--- config.mk ---
export PLATFORM = sky130hd
export DESIGN_NAME = otp_sensor_config_bank
export DESIGN_NICKNAME = d
export VERILOG_FILES = /design/src/otp_cfg_pkg.sv /design/src/otp_fuse_byte.sv /design/src/otp_sensor_config_bank.sv
export SDC_FILE = /design/constraint.sdc
export NUM_CORES = 1
export LEC_CHECK = 0
export BUFFER_PORTS_ARGS = -buffer_cell sky130_fd_sc_hd__buf_2
export CELL_PAD_IN_SITES_DETAIL_PLACEMENT = 1
export CELL_PAD_IN_SITES_GLOBAL_PLACEMENT = 1
export CORE_MARGIN = 2
export CORE_UTILIZATION = 35
export DETAILED_ROUTE_END_ITERATION = 7
export PLACE_DENSITY = 0.77
export SKIP_CTS_REPAIR_TIMING = 1
export SYNTH_ARGS = -nofsm -noshare
export SYNTH_HDL_FRONTEND = slang
export SYNTH_SLANG_ARGS = --single-unit
export TNS_END_PERCENT = 20
--- constraint.sdc ---
create_clock -name pclk -period 5.3 [get_ports pclk]
set_clock_uncertainty 0.05 [all_clocks]
set_input_delay 0.795 -clock pclk [delete_from_list [all_inputs] [get_ports pclk]]
set_output_delay 0.795 -clock pclk [all_outputs]
set_load 0.05 [all_outputs]
--- src/otp_cfg_pkg.sv ---
/*
 * Constants, field layouts, decode functions and the decoded-settings
 * carrier for the one-time-programmable sensor configuration bank.
 * Assumes a 32-bit APB with a 12-bit byte address.
 */
package otp_cfg_pkg;

	// ----------------------------------------------------------------
	// register map
	// ----------------------------------------------------------------
	localparam int ADDR_W = 12;
	localparam int DATA_W = 32;
	localparam int NUM_BANKS = 3;
	localparam logic [7:0] BANK0_INDEX = 8'hc4;
	localparam logic [7:0] BANK1_INDEX = 8'hc5;
	localparam logic [7:0] BANK2_INDEX = 8'hc6;
	localparam logic [7:0] STATUS_INDEX = 8'hc7;
	localparam logic [ADDR_W-1:0] BANK0_ADDR = {2'h0, BANK0_INDEX, 2'h0};
	localparam logic [ADDR_W-1:0] BANK1_ADDR = {2'h0, BANK1_INDEX, 2'h0};
	localparam logic [ADDR_W-1:0] BANK2_ADDR = {2'h0, BANK2_INDEX, 2'h0};
	localparam logic [ADDR_W-1:0] STATUS_ADDR = {2'h0, STATUS_INDEX, 2'h0};

	// blank fuse value, also the reset value of every bank
	localparam logic [7:0] FUSE_BLANK = 8'h00;

	// ----------------------------------------------------------------
	// field positions
	// ----------------------------------------------------------------
	localparam int TOUCH_OUTPUT_FUNCTION_BIT = 7;
	localparam int PROXIMITY_OUTPUT_FUNCTION_BIT = 6;
	localparam int POL_BIT = 5;
	localparam int TOUCH_THRESHOLD_SELECT_LSB = 2;
	localparam int PROXIMITY_THRESHOLD_SELECT_LSB = 0;
	localparam int HALT_LSB = 6;
	localparam int BASE_LSB = 0;
	localparam int ATI_BIT = 2;
	localparam int ST_PROG_LSB = 0;
	localparam int ST_REFUSED_BIT = 3;
	localparam int ST_FULL_BIT = 4;
	localparam logic ATI_FULL = 1'b0;

	// ----------------------------------------------------------------
	// halt-time codes and times in seconds
	// ----------------------------------------------------------------
	localparam logic [1:0] HALT_20S = 2'h0;
	localparam logic [1:0] HALT_40S = 2'h1;
	localparam logic [1:0] HALT_NEVER = 2'h2;
	localparam logic [1:0] HALT_ALWAYS = 2'h3;
	localparam logic [5:0] HALT_SHORT_S = 6'h14;
	localparam logic [5:0] HALT_LONG_S = 6'h28;
	localparam logic [5:0] PROX_HOLD_S = 6'h28;
	localparam logic [5:0] HALT_NONE_S = 6'h00;

	typedef struct packed {
		logic touch_output_function;
		logic proximity_output_function;
		logic outputs_active_high;
		logic [7:0] touch_threshold_num;
		logic [4:0] proximity_threshold;
		logic [1:0] halt_time_select;
		logic [5:0] halt_seconds;
		logic halt_never;
		logic halt_always;
		logic proximity_hold_40s;
		logic [8:0] base_value;
		logic full_tuning;
	} sensor_config_t;

	// ----------------------------------------------------------------
	// decode functions
	// ----------------------------------------------------------------
	function automatic logic [7:0] touch_threshold_num(input logic [2:0] code);
		case (code)
			3'h0: return 8'h48;
			3'h1: return 8'h08;
			3'h2: return 8'h18;
			3'h3: return 8'h30;
			3'h4: return 8'h60;
			3'h5: return 8'h80;
			3'h6: return 8'ha0;
			default: return 8'hc0;
		endcase
	endfunction : touch_threshold_num

	function automatic logic [4:0] proximity_threshold(input logic [1:0] code);
		case (code)
			2'h0: return 5'h04;
			2'h1: return 5'h02;
			2'h2: return 5'h08;
			default: return 5'h10;
		endcase
	endfunction : proximity_threshold

	function automatic logic [8:0] base_value(input logic [2:0] code);
		case (code)
			3'h0: return 9'h0c8;
			3'h1: return 9'h032;
			3'h2: return 9'h04b;
			3'h3: return 9'h064;
			3'h4: return 9'h096;
			3'h5: return 9'h0fa;
			3'h6: return 9'h12c;
			default: return 9'h1f4;
		endcase
	endfunction : base_value

	function automatic logic [5:0] halt_seconds(input logic [1:0] code);
		case (code)
			HALT_20S: return HALT_SHORT_S;
			HALT_40S: return HALT_LONG_S;
			HALT_NEVER: return HALT_NONE_S;
			default: return PROX_HOLD_S;
		endcase
	endfunction : halt_seconds

	function automatic logic full_tuning(input logic [7:0] b2);
		return b2[ATI_BIT] == ATI_FULL;
	endfunction : full_tuning

	function automatic sensor_config_t decode_config(input logic [7:0] b0,
		input logic [7:0] b1, input logic [7:0] b2);
		sensor_config_t c;
		logic [7:0] hb;
		logic [1:0] hs;
		// halt/base layout only holds under full tuning
		hb = full_tuning(b2) ? b1 : FUSE_BLANK;
		hs = hb[HALT_LSB +: 2];
		c.touch_output_function = b0[TOUCH_OUTPUT_FUNCTION_BIT];
		c.proximity_output_function = b0[PROXIMITY_OUTPUT_FUNCTION_BIT];
		c.outputs_active_high = b0[POL_BIT];
		c.touch_threshold_num = touch_threshold_num(b0[TOUCH_THRESHOLD_SELECT_LSB +: 3]);
		c.proximity_threshold = proximity_threshold(b0[PROXIMITY_THRESHOLD_SELECT_LSB +: 2]);
		c.halt_time_select = hs;
		c.halt_seconds = halt_seconds(hs);
		c.halt_never = hs == HALT_NEVER;
		c.halt_always = hs == HALT_ALWAYS;
		c.proximity_hold_40s = hs == HALT_ALWAYS;
		c.base_value = base_value(hb[BASE_LSB +: 3]);
		c.full_tuning = full_tuning(b2);
		return c;
	endfunction : decode_config

endpackage : otp_cfg_pkg

--- src/otp_fuse_byte.sv ---
/*
 * One write-once configuration byte: blank until its first program
 * strobe, frozen afterwards until presetn clears it back to blank.
 * Assumes the strobe is a one-cycle pulse in the pclk domain.
 */
`timescale 1ns/1ns
`default_nettype none

module otp_fuse_byte
(
	input wire logic pclk,
	input wire logic presetn,
	input wire logic program_strobe,
	input wire logic [7:0] program_data,
	output logic [7:0] value,
	output logic programmed,
	output logic refused
);
	import otp_cfg_pkg::*;

	// later strobes bounce off a blown fuse
	assign refused = program_strobe & programmed;

	always_ff @(posedge pclk or negedge presetn)
	begin
		if (!presetn)
		begin
			value <= FUSE_BLANK;
			programmed <= 1'b0;
		end
		else if (program_strobe && !programmed)
		begin
			value <= program_data;
			programmed <= 1'b1;
		end
	end

endmodule : otp_fuse_byte

`default_nettype wire

--- src/otp_sensor_config_bank.sv ---
/*
 * APB register bank holding the write-once sensor configuration bytes
 * and driving the decoded settings to the sensing logic.
 * Assumes an APB master in the pclk domain and a program_enable level
 * that is already synchronous to pclk.
 */
// Local design decision: register access over APB.
`timescale 1ns/1ns
`default_nettype none

// Functional notes
// - each configuration byte can be written once after reset; later writes are ignored
// - unprogrammed banks read blank and give full default behaviour
// - under full tuning, bank one decodes as halt time and base value
// - programming works loose or in-circuit, gated by program_enable
// - every bank is one byte, read in the low bits of a word
// - first bank sits at index c4 with functions, polarity, thresholds
module otp_sensor_config_bank
(
	input wire logic pclk,
	input wire logic presetn,
	input wire logic psel,
	input wire logic penable,
	input wire logic pwrite,
	input wire logic [otp_cfg_pkg::ADDR_W-1:0] paddr,
	input wire logic [otp_cfg_pkg::DATA_W-1:0] pwdata,
	input wire logic [3:0] pstrb,
	input wire logic program_enable,
	output logic [otp_cfg_pkg::DATA_W-1:0] prdata,
	output logic pready,
	output logic pslverr,
	output otp_cfg_pkg::sensor_config_t sensor_config
);
	import otp_cfg_pkg::*;

	// shipped defaults, the decode of three blank bytes
	localparam sensor_config_t BLANK_CONFIG = decode_config(FUSE_BLANK,
		FUSE_BLANK, FUSE_BLANK);

	// ----------------------------------------------------------------
	// bus decode
	// ----------------------------------------------------------------
	logic [7:0] bank_value [NUM_BANKS];
	logic [NUM_BANKS-1:0] bank_programmed;
	logic [NUM_BANKS-1:0] bank_refused;
	logic [NUM_BANKS-1:0] hit_bank;
	logic [NUM_BANKS-1:0] fuse_strobe;
	logic refused_flag;
	logic [DATA_W-1:0] rd_data;
	sensor_config_t next_sensor_config;

	wire access_wait = psel & penable & ~pready;
	wire access_done = psel & penable & pready;
	wire hit_status = paddr == STATUS_ADDR;
	wire hit_any_bank = |hit_bank;
	wire mapped = hit_any_bank | hit_status;
	wire low_lane = pstrb[0];
	wire hit_blown = |(hit_bank & bank_programmed);

	assign hit_bank[0] = paddr == BANK0_ADDR;
	assign hit_bank[1] = paddr == BANK1_ADDR;
	assign hit_bank[2] = paddr == BANK2_ADDR;

	// a bank write needs the pin path open and a blank fuse
	wire bank_write_err = pwrite & hit_any_bank
		& (~program_enable | hit_blown);
	wire next_err = ~mapped | bank_write_err;

	// ----------------------------------------------------------------
	// fuse bytes
	// ----------------------------------------------------------------
	genvar gi;
	generate
		for (gi = 0; gi < NUM_BANKS; gi++)
		begin : g_bank
			assign fuse_strobe[gi] = access_done & pwrite & low_lane
				& hit_bank[gi] & program_enable;
			otp_fuse_byte u_fuse
			(
				.pclk(pclk),
				.presetn(presetn),
				.program_strobe(fuse_strobe[gi]),
				.program_data(pwdata[7:0]),
				.value(bank_value[gi]),
				.programmed(bank_programmed[gi]),
				.refused(bank_refused[gi])
			);
		end
	endgenerate

	// ----------------------------------------------------------------
	// status
	// ----------------------------------------------------------------
	wire refused_event = (|bank_refused) | (access_done & pwrite
		& low_lane & hit_any_bank & ~program_enable);
	wire refused_clear = access_done & pwrite & hit_status & low_lane
		& pwdata[ST_REFUSED_BIT];
	// a new refusal beats a clear in the same cycle
	wire next_refused_flag = refused_event
		| (refused_flag & ~refused_clear);

	always_ff @(posedge pclk or negedge presetn)
	begin
		if (!presetn)
			refused_flag <= 1'b0;
		else
			refused_flag <= next_refused_flag;
	end

	// ----------------------------------------------------------------
	// read mux
	// ----------------------------------------------------------------
	wire [DATA_W-1:0] status_word = {27'h0, full_tuning(bank_value[2]),
		refused_flag, bank_programmed};
	assign rd_data = hit_bank[0] ? {24'h0, bank_value[0]} :
		hit_bank[1] ? {24'h0, bank_value[1]} :
		hit_bank[2] ? {24'h0, bank_value[2]} :
		hit_status ? status_word : 32'h0;

	// ----------------------------------------------------------------
	// apb answer: one wait cycle, then pready with data
	// ----------------------------------------------------------------
	always_ff @(posedge pclk or negedge presetn)
	begin
		if (!presetn)
		begin
			pready <= 1'b0;
			pslverr <= 1'b0;
			prdata <= 32'h0;
		end
		else
		begin
			pready <= access_wait;
			pslverr <= access_wait & next_err;
			if (access_wait && !pwrite)
				prdata <= rd_data;
		end
	end

	// ----------------------------------------------------------------
	// decoded settings
	// ----------------------------------------------------------------
	// blank bytes decode to the shipped defaults
	assign next_sensor_config = decode_config(bank_value[0],
		bank_value[1], bank_value[2]);

	always_ff @(posedge pclk or negedge presetn)
	begin
		if (!presetn)
			sensor_config <= BLANK_CONFIG;
		else
			sensor_config <= next_sensor_config;
	end
endmodule : otp_sensor_config_bank

`default_nettype wire

==> flow_summary_export.csv, run 1 <==
group,metric,value,unit
synth,synth_top_area_frac,0.480,
critical_path,critPathKind,"in2reg",
placed_design,place.gp.congestion,0.760,
timing,setup_slack,2.72,ns
die,ios,125,
synth,netlist_top_cells_area,"dfrtp_1 (48%), mux2_2 (8.7%), buf_4 (8.6%)",
timing,tightest_slew,0.809,ns
timing,min_period,2.58,ns
timing,rsz0062_at_grt,"no",
die,core.rowCount,33,
final_layout,fin_util,0.422,
status,outcome,"finished, final reports clean",
final_layout,drive_above_1_share,0.398,
die,start_util,0.362,
synth,synth_top_area_cell,"dfrtp_1",
synth,seq_area_frac_synth,0.551,
final_layout,diodes,0,
final_layout,finalNetCount,363,
synth,ys.flop_type,"dfrtp_1",
die,core_area,8220,um2
placed_design,portBuffers,67,
routing,firstDrtPassIters,4,
synth,netlist_instances,243,
synth,yosysWarnings,0,
routing,drcViolationCount,0,
synth,syn_area,2970,um2
synth,synth_enable_flop_cells,0,
flow_run,drv_cap,0,
hold_path,min_path_type,"reg2reg",
clocking,clock-sinks,65,
routing,wire_per_inst,15.1,um
synth,synth-compound-area-share,0.0644,
synth,avgSynthCellArea,12.2,um2
critical_path,critPathLaunchType,"primary input",
synth,synthAdderAreaFrac,0,
global_routing,antenna_found_initial,0,
hold_path,min_from,"g_bank[0].u_fuse.value[5]",
routing,vias_per_cell,4.64,
clocking,cts_tree,"yes",
synth,synthXorXnorAreaFrac,0.00295,
clocking,cts_root_buf,"clkbuf_8",
synth,synth_top_family_by_area,"multiplexers",
power_and_ir_drop,power_density,292,nW/um2
die,die_w,96.2,um
critical_path,cp.required,5.46,ns
global_routing,grt_pass1_wl,10100,um
routing,ant_nets,0,
clocking,cts.htree.levels,3,
timing,holdWs,0.353,ns
placed_design,dp_hpwl,4600,um
timing,hold_violations,0,
clocking,cts_made_buffers,9,
routing,vias,1944,
global_routing,grt_pass1_vias,2001,
power_and_ir_drop,max-vdd-ir-drop,0.135,mV
synth,synthSimpleGateAreaFrac,0.133,
timing,fmax,0.388,GHz
final_layout,area_growth,16.6,%
global_routing,grt_max_degree,66,
die,die_area,9250,um2
timing,slew_viol_final,0,
critical_path,cp_data_arrival_time,2.74,ns
synth,synth_cell_types,38,
timing,fin_tns_setup,0,ns
routing,routed_wl,6330,um
timing,post-route-period-util,0.487,
power_and_ir_drop,p_leak,1.80,nW
timing,setup_viol,0,
critical_path,r2r-start,"pready",
synth,yosys_register_bits,65,
timing,relSlewSlack,0.460,
synth,synth.mux.area_fraction,0.146,
clocking,clk_latency,0.34,ns
critical_path,cp_max_fo,8,
power_and_ir_drop,power.total,1.01,mW
placed_design,pre_cts_slack,2.35,ns
die,dieHeight,96.2,um
global_routing,grtUsageTotal,0.148,
routing,drt_first_iter_violations,94,
critical_path,worstSetupStartpoint,"paddr[1]",
global_routing,gr-total-overflow,0,
clocking,clockBufferDepth,2,
synth,synth-async-reset-ratio,1.00,
clocking,clkTransAtPathRegs,0.06,ns
critical_path,crit_path_end_kind,"flip-flop",
## routing by layer
layer | wire length [um] | part of all wire | global-route usage
met5 | 0 | 0 | 0
met4 | 55 | 0.0087 | 0.0571
met3 | 359 | 0.057 | 0.0431
met2 | 3210 | 0.51 | 0.250
met1 | 2700 | 0.43 | 0.177
## area by class of cell
| cell class | count | area [um2] |
|---|---|---|
| inverter | 4 | 15.0 |
| tap | 105 | 131 |
| multi-input combinational | 161 | 1140 |
| fill | 926 | 4750 |
| clock buffer | 13 | 159 |
| timing repair buffer | 68 | 343 |
| sequential | 65 | 1640 |
| clock inverter | 3 | 40.0 |
## power breakdown
group / switching, mW / internal [mW]
clock network: 0.181 / 0.242
logic: 0.0761 / 0.0150
registers: 0.000631 / 0.497
## path summary, 6_finish.rpt
path / slack [ns] / to / cells past startpoint
max: 2.72 / g_bank[0].u_fuse.value[0] / 5
min: 0.35 / sensor_config[34] / 0
max reg2reg: 3.18 / g_bank[0].u_fuse.value[0] / 4
min reg2reg: 0.35 / sensor_config[34] / 0
max in group asynchronous: 4.08 / sensor_config[16] / 2
min in group asynchronous: 0.58 / sensor_config[33] / 2
## stage by stage
step / instances / cell area, um2
2_1_floorplan: 272 / 3080
3_3_place_gp: 403 / 3270
3_5_place_dp: 403 / 3270
4_1_cts: 419 / 3470
5_1_grt: 419 / 3470
6_report: 419 / 3470
## Yosys cell counts, drive strengths merged (3+ instances only)
| cell | number |
|---|---|
| mux4 | 5 |
| mux2i | 5 |
| mux2 | 24 |
| nor3 | 3 |
| nand2b | 3 |
| nand3 | 4 |
| nand2 | 20 |
| a21oi | 8 |
| and3 | 4 |
| a21o | 3 |
| nor2 | 10 |
| dfstp | 8 |
| nand4 | 4 |
| dfrtp | 57 |
| nor2b | 7 |
| o21ai | 9 |
| buf | 36 |
| inv | 4 |
| o31ai | 5 |
| clkbuf | 6 |
## flip-flops by register name (all words and copies together) (netlist names)
signal,cells
refused_flag,1
g_bank.u_fuse.programmed,3
g_bank.u_fuse.value,24
sensor_config,27
pready,1
pslverr,1
prdata,8
## cells by family (layout without fill, tap and decap cells)
group / Yosys count / count (layout)
DFF: 65 / 65
muxes: 34 / 34
xor gates and xnor gates: 1 / 1
AOI/OAI and AO/OA: 31 / 31
other: 1 / 30
buffers and inverters: 46 / 88
and+or+nand+nor: 65 / 65
## placed cells by master (no fill, tap or decap), types with 2 or more instances in the layout
cell       n
a21o_1     3
and3_1     4
mux2_2    23
nor3_1     2
mux2i_1    5
inv_1      4
o21ai_0    9
clkbuf_1   2
buf_2     67
mux4_2     5
conb_1    30
nand4_1    4
and2_1     2
or3_1      2
nor2b_1    7
o21a_1     2
nand2_1   19
clkbuf_8  11
clkinv_2   2
nand2b_1   3
nand3_1    4
nor4b_4    2
nor2_1    10
dfstp_2    8
a21oi_1    8
o31ai_1    5
dfrtp_1   57
## worst max-delay path: stages
cell,delay (ns)
buf_2,0.11
nor2_1,0.44
nand4b_2,0.32
nor3_2,0.67
mux2_2,0.41
Power figures use the tool's default switching activity.
==> run 2, diff against run 1 <==
--- a/config.mk
+++ b/config.mk
@@ -5,13 +5,14 @@
 export SDC_FILE = /design/constraint.sdc
 export NUM_CORES = 1
 export LEC_CHECK = 0
+export ABC_AREA = 1
 export BUFFER_PORTS_ARGS = -buffer_cell sky130_fd_sc_hd__buf_2
 export CELL_PAD_IN_SITES_DETAIL_PLACEMENT = 1
 export CELL_PAD_IN_SITES_GLOBAL_PLACEMENT = 1
 export CORE_MARGIN = 2
 export CORE_UTILIZATION = 35
 export DETAILED_ROUTE_END_ITERATION = 7
-export PLACE_DENSITY = 0.77
+export PLACE_DENSITY = 0.8
 export SKIP_CTS_REPAIR_TIMING = 1
 export SYNTH_ARGS = -nofsm -noshare
 export SYNTH_HDL_FRONTEND = slang
==> constraint.sdc (replaced) <==
create_clock -name pclk -period 2.6 [get_ports pclk]
set_clock_uncertainty 0.05 [all_clocks]
set_input_delay 0.39 -clock pclk [delete_from_list [all_inputs] [get_ports pclk]]
set_output_delay 0.39 -clock pclk [all_outputs]
set_load 0.05 [all_outputs]
==> run 2 against run 1 <==
  * Sequential power rose by 100%
  * Worst hold slack got worse by 0.35 ns
  * Synthesized area up 3.7%
  * Clock power increased by 100%
  * Final cell count rose by 24%
  * Utilization fell by 0.86 points
  * Synthesized cell count up 39%
  * Register-to-register slack got worse by 2.3 ns
  * Critical endpoint is now g_bank[0].u_fuse.value[1]
  * Largest power group unchanged
==> flow_summary_export.csv, run 2 <==
group,metric,value,unit
status,outcome,"finished, final reports clean",
timing,holdWs,0.00181,ns
timing,post-route-period-util,0.680,
final_layout,final_area,3570,um2
synth,netlist_top_cells_area,"dfrtp_1 (46%), nand2_1 (8.8%), buf_4 (8.3%)",
routing,firstDrtPassIters,4,
clocking,cts_tree,"yes",
synth,syn_area,3080,um2
synth,avgSynthCellArea,9.12,um2
placed_design,dpl-instance-area,3380,um2
die,core.rowCount,34,
placed_design,portBuffers,67,
timing,min_period,1.77,ns
clocking,clockBufferDepth,2,
placed_design,dp_hpwl,5240,um
placed_design,place.gp.congestion,0.826,
routing,vias,2367,
final_layout,layout_common_cells,"nand2_1 (72), buf_2 (67), dfrtp_1 (57), inv_1 (41), conb_1 (30)",
routing,wire_per_inst,13.6,um
clocking,cts_root_buf,"clkbuf_8",
power_and_ir_drop,power_density,571,nW/um2
critical_path,cp_max_fo,16,
critical_path,crit_end,"g_bank[0].u_fuse.value[1]",
global_routing,grt_pass1_vias,2472,
global_routing,grtUsageTotal,0.156,
final_layout,drive_above_1_share,0.306,
die,die_area,9580,um2
timing,rsz0062_at_grt,"no",
final_layout,largest_register,"sensor_config",
die,dieHeight,97.9,um
critical_path,critPathKind,"in2reg",
final_layout,fin_util,0.413,
routing,drt_first_iter_violations,74,
critical_path,cp.required,2.76,ns
final_layout,area_growth,15.8,%
global_routing,grt_max_degree,66,
routing,ant_nets,0,
synth,synth_top_area_frac,0.463,
critical_path,worstSetupStartpoint,"paddr[11]",
critical_path,cp_data_arrival_time,1.93,ns
clocking,clkTransAtPathRegs,0.07,ns
flow_run,drv_cap,0,
synth,netlist_instances,338,
critical_path,r2r-start,"pready",
die,start_util,0.357,
clocking,clk_latency,0.34,ns
synth,synth_top_area_cell,"dfrtp_1",
synth,synth_cell_types,29,
clocking,clock-sinks,65,
die,core_area,8640,um2
synth,ys.flop_type,"dfrtp_1",
routing,drcViolationCount,0,
final_layout,final_common_cell,"nand2_1",
global_routing,gr-total-overflow,0,
power_and_ir_drop,p_leak,1.92,nW
die,ios,125,
routing,routed_wl,7070,um
critical_path,rr_worst_depth,6,
final_layout,largest_reg_flops,27,
clocking,cts.htree.levels,3,
global_routing,antenna_found_initial,0,
synth,synth_enable_flop_cells,0,
critical_path,crit_path_end_kind,"flip-flop",
critical_path,ff2ff_setup_slack,0.89,ns
final_layout,diodes,0,
timing,fin_tns_setup,0,ns
clocking,cts_made_buffers,9,
timing,setup_viol,0,
synth,yosys_register_bits,65,
timing,slew_viol_final,0,
power_and_ir_drop,max-vdd-ir-drop,0.232,mV
synth,yosysWarnings,0,
synth,synth-async-reset-ratio,1.00,
synth,post-synth-top-count-cell,"nand2_1",
timing,fmax,0.566,GHz
synth,ys_top_cells_by_count,"nand2_1 (72), dfrtp_1 (57), inv_1 (41), buf_4 (34), nand3_1 (28)",
routing,vias_per_cell,4.55,
critical_path,rr_endpoint,"prdata[1]",
final_layout,finalNetCount,461,
global_routing,grt_pass1_wl,11900,um
critical_path,critPathLaunchType,"primary input",
hold_path,min_path_type,"in2async",
timing,hold_violations,0,
synth,seq_area_frac_synth,0.531,
die,die_w,97.9,um
final_layout,reg.largest.list,"sensor_config: 27 flops, g_bank.u_fuse.value: 24 flops, prdata: 8 flops",
-- run 2: cell families after synthesis --
family	synth area share
other	0.00122
and+or+nand+nor	0.214
DFF	0.531
AOI/OAI and AO/OA	0.0982
buffers and inverters	0.155
-- run 2: metrics by stage --
stage / power, mW / setup WS, ns / cells
after floorplan: 1.19 / 0.879 / 367
after global placement: 1.21 / 0.539 / 504
after detailed placement: 1.21 / 0.463 / 504
after CTS: 2.06 / 0.832 / 520
after global routing: 2.12 / 0.620 / 520
final: 2.04 / 0.833 / 520
-- run 2: report_power, final --
group | leakage (nW) | internal (mW) | switching [mW]
logic | 0.961 | 0.0238 | 0.152
registers | 0.864 | 1.01 | 0.000996
clock network | 0.0994 | 0.442 | 0.405
total | 1.92 | 1.48 | 0.558
-- run 2: layer usage --
layer | vias up | track usage | wire length (um) | part of all wire
met2 | 57 | 0.279 | 3820 | 0.54
met1 | 1155 | 0.179 | 2860 | 0.40
met3 | 10 | 0.0315 | 272 | 0.038
met5 | - | 0 | 0 | 0
met4 | 0 | 0.0748 | 118 | 0.017
li1 | 1145 | - | - | -
-- run 2: worst max-delay path, stage by stage --
cell and delay, ns:
buf_2 0.09, nor2_1 0.09, nand2_1 0.07, nor2_2 0.39, nand2_1 0.12, inv_1 0.11, nand3_2 0.37, nand2_1 0.21
o21ai_2 0.08
-- run 2: final cells by class --
| cell class | count | area [um2] |
|---|---|---|
| multi-input cells | 219 | 1080 |
| well taps | 108 | 135 |
| repair buffers | 70 | 370 |
| fillers | 1063 | 5070 |
| clock inverters | 7 | 70.1 |
| inverters | 42 | 158 |
| clock buffers | 9 | 124 |
| flip-flops and latches | 65 | 1640 |
-- run 2: how the worst min path moves through the flow --
stage / from / end / slack (ns)
global placement: g_bank[0].u_fuse.value[7] / sensor_config[36] / 0.33
detailed placement: g_bank[0].u_fuse.value[5] / sensor_config[34] / 0.33
CTS: presetn / sensor_config[2] / 0.01
global route: presetn / sensor_config[5] / 0.02
finish: presetn / sensor_config[5] / 0.002
floorplan: presetn / g_bank[0].u_fuse.programmed / 0.04
==> run 3, diff against run 2 <==
==> constraint.sdc (replaced) <==
create_clock -name pclk -period 1.7 [get_ports pclk]
set_clock_uncertainty 0.05 [all_clocks]
set_input_delay 0.255 -clock pclk [delete_from_list [all_inputs] [get_ports pclk]]
set_output_delay 0.255 -clock pclk [all_outputs]
set_load 0.05 [all_outputs]
==> run 3 against run 2 <==
  * Register-to-register slack got worse by 0.63 ns
  * Sequential cell count did not move
  * Cell area rose by 2.4%
  * Largest cell class unchanged
  * Highest routed layer unchanged
==> flow_summary_export.csv, run 3 (same netlist as run 2, synthesis figures left out) <==
group,metric,value,unit
status,outcome,"finished, final reports clean",
timing,setup_viol,0,
timing,hold_violations,0,
timing,fin_tns_setup,0,ns
global_routing,grt_max_degree,59,
placed_design,dp_hpwl,5290,um
clocking,cts_tree,"yes",
final_layout,fin_cells,529,
timing,holdWs,0.156,ns
flow_run,drv_cap,0,
timing,min_period,1.44,ns
global_routing,gr-total-overflow,0,
clocking,cts_made_buffers,9,
power_and_ir_drop,switching_share,0.253,
routing,vias_per_cell,4.53,
power_and_ir_drop,power.total,3.20,mW
global_routing,grt_pass1_vias,2535,
critical_path,cp_num_buf_inv,0,
clocking,clock-sinks,65,
power_and_ir_drop,power_frac_seq,0.486,
die,dieHeight,97.9,um
die,core_area,8640,um2
timing,post-route-period-util,0.847,
placed_design,place.gp.congestion,0.845,
critical_path,path_cells,"nand4_2 -> nor2_4 -> nand3_4 -> nand2_1 -> o21ai_2",
critical_path,crit_path_top_delay_cell,"dfrtp_2",
timing,slew_viol_final,0,
routing,wire_per_inst,13.5,um
final_layout,largest_register,"sensor_config",
clocking,clockBufferDepth,2,
power_and_ir_drop,max-vdd-ir-drop,0.447,mV
global_routing,grtUsageTotal,0.159,
clocking,cts.htree.levels,3,
routing,firstDrtPassIters,4,
power_and_ir_drop,p_int,2.39,mW
clocking,clk_latency,0.34,ns
placed_design,portBuffers,67,
critical_path,cp_slowest_stage_delay,0.37,ns
clocking,cts_root_buf,"clkbuf_8",
power_and_ir_drop,power_density,874,nW/um2
final_layout,layout_common_cells,"nand2_1 (72), buf_2 (67), dfrtp_1 (56), inv_1 (41), conb_1 (30)",
timing,fmax,0.695,GHz
power_and_ir_drop,p_switching,0.808,mW
critical_path,critPathTopFamily,"simple AND/OR/NAND/NOR gates",
final_layout,drive_above_1_share,0.316,
critical_path,crit_path_end_kind,"flip-flop",
power_and_ir_drop,p_clk_frac,0.428,
critical_path,cp.required,1.87,ns
die,start_util,0.357,
routing,routed_wl,7120,um
critical_path,cp_data_arrival_time,1.61,ns
die,die_w,97.9,um
clocking,clkTransAtPathRegs,0.07,ns
final_layout,area_growth,18.5,%
final_layout,largest_reg_flops,27,
final_layout,diodes,0,
die,core.rowCount,34,
die,die_area,9580,um2
critical_path,critPathLaunchType,"flip-flop",
final_layout,finalNetCount,470,
power_and_ir_drop,pwr-share-comb,0.086,
final_layout,reg.largest.list,"sensor_config: 27 flops, g_bank.u_fuse.value: 24 flops, prdata: 8 flops",
routing,drt_first_iter_violations,86,
routing,drcViolationCount,0,
final_layout,final_common_cell,"nand2_1",
die,ios,125,
routing,vias,2399,
placed_design,placed_cells,512,
critical_path,critPathKind,"reg2reg",
global_routing,antenna_found_initial,0,
power_and_ir_drop,p_leak,1.98,nW
global_routing,grt_pass1_wl,12100,um
critical_path,cp_max_fo,16,
timing,rsz0062_at_grt,"no",
routing,ant_nets,0,
hold_path,min_path_type,"in2reg",
run 3: cell types whose count changed in the layout (fill, tap and decap cells not counted), sizes merged:
cell	delta
clkinvlp	-1
dlygate4sd3	+1
buf	+8
clkbuf	+5
clkinv	-3
inv	-1
run 3: layout make-up:
type | count | area (um2)
clock buffers | 14 | 173
clock inverters | 2 | 35.0
fillers | 1054 | 4980
inverters | 42 | 158
multi-input cells | 219 | 1080
flip-flops and latches | 65 | 1640
well taps | 108 | 135
repair buffers | 79 | 440
run 3: power by group through the flow:
stage	Combinational, mW	Clock [mW]	Sequential [mW]
6_report	0.275	1.37	1.55
3_5_place_dp	0.276	0	1.58
2_1_floorplan	0.234	0	1.59
3_3_place_gp	0.271	0	1.58
5_1_grt	0.296	1.46	1.55
4_1_cts	0.276	1.40	1.55
run 3: worst paths after layout:
check / start / endpoint / slack [ns] / depth (start not counted)
min in group asynchronous: presetn / sensor_config[6] / 0.25 / 2
worst min register to register: g_bank[0].u_fuse.value[6] / sensor_config[35] / 0.35 / 0
worst max-delay path: pready / g_bank[2].u_fuse.value[3] / 0.26 / 5
worst max register to register: pready / g_bank[2].u_fuse.value[3] / 0.26 / 5
max in group asynchronous: presetn / sensor_config[32] / 0.74 / 3
worst min-delay path: penable / pready / 0.16 / 3
run 3: metrics by stage:
stage	area, um2	setup WS [ns]	util
global placement	3440	0.0331	0.398
floorplan	3190	0.149	-
detailed placement	3440	0.00837	0.398
finish	3650	0.260	0.423
CTS	3640	0.241	0.422
global route	3650	0.116	0.423
run 3: metal layers:
metal / track usage / up-vias / share of wire
li1: - / 1158 / -
met1: 0.183 / 1162 / 0.40
met2: 0.288 / 65 / 0.54
met3: 0.0301 / 14 / 0.038
met4: 0.0684 / 0 / 0.023
met5: 0 / - / 0
run 3: worst min-delay path: stages:
cell	delay [ns]
buf_2	0.10
nand2_1	0.07
nor2_1	0.07
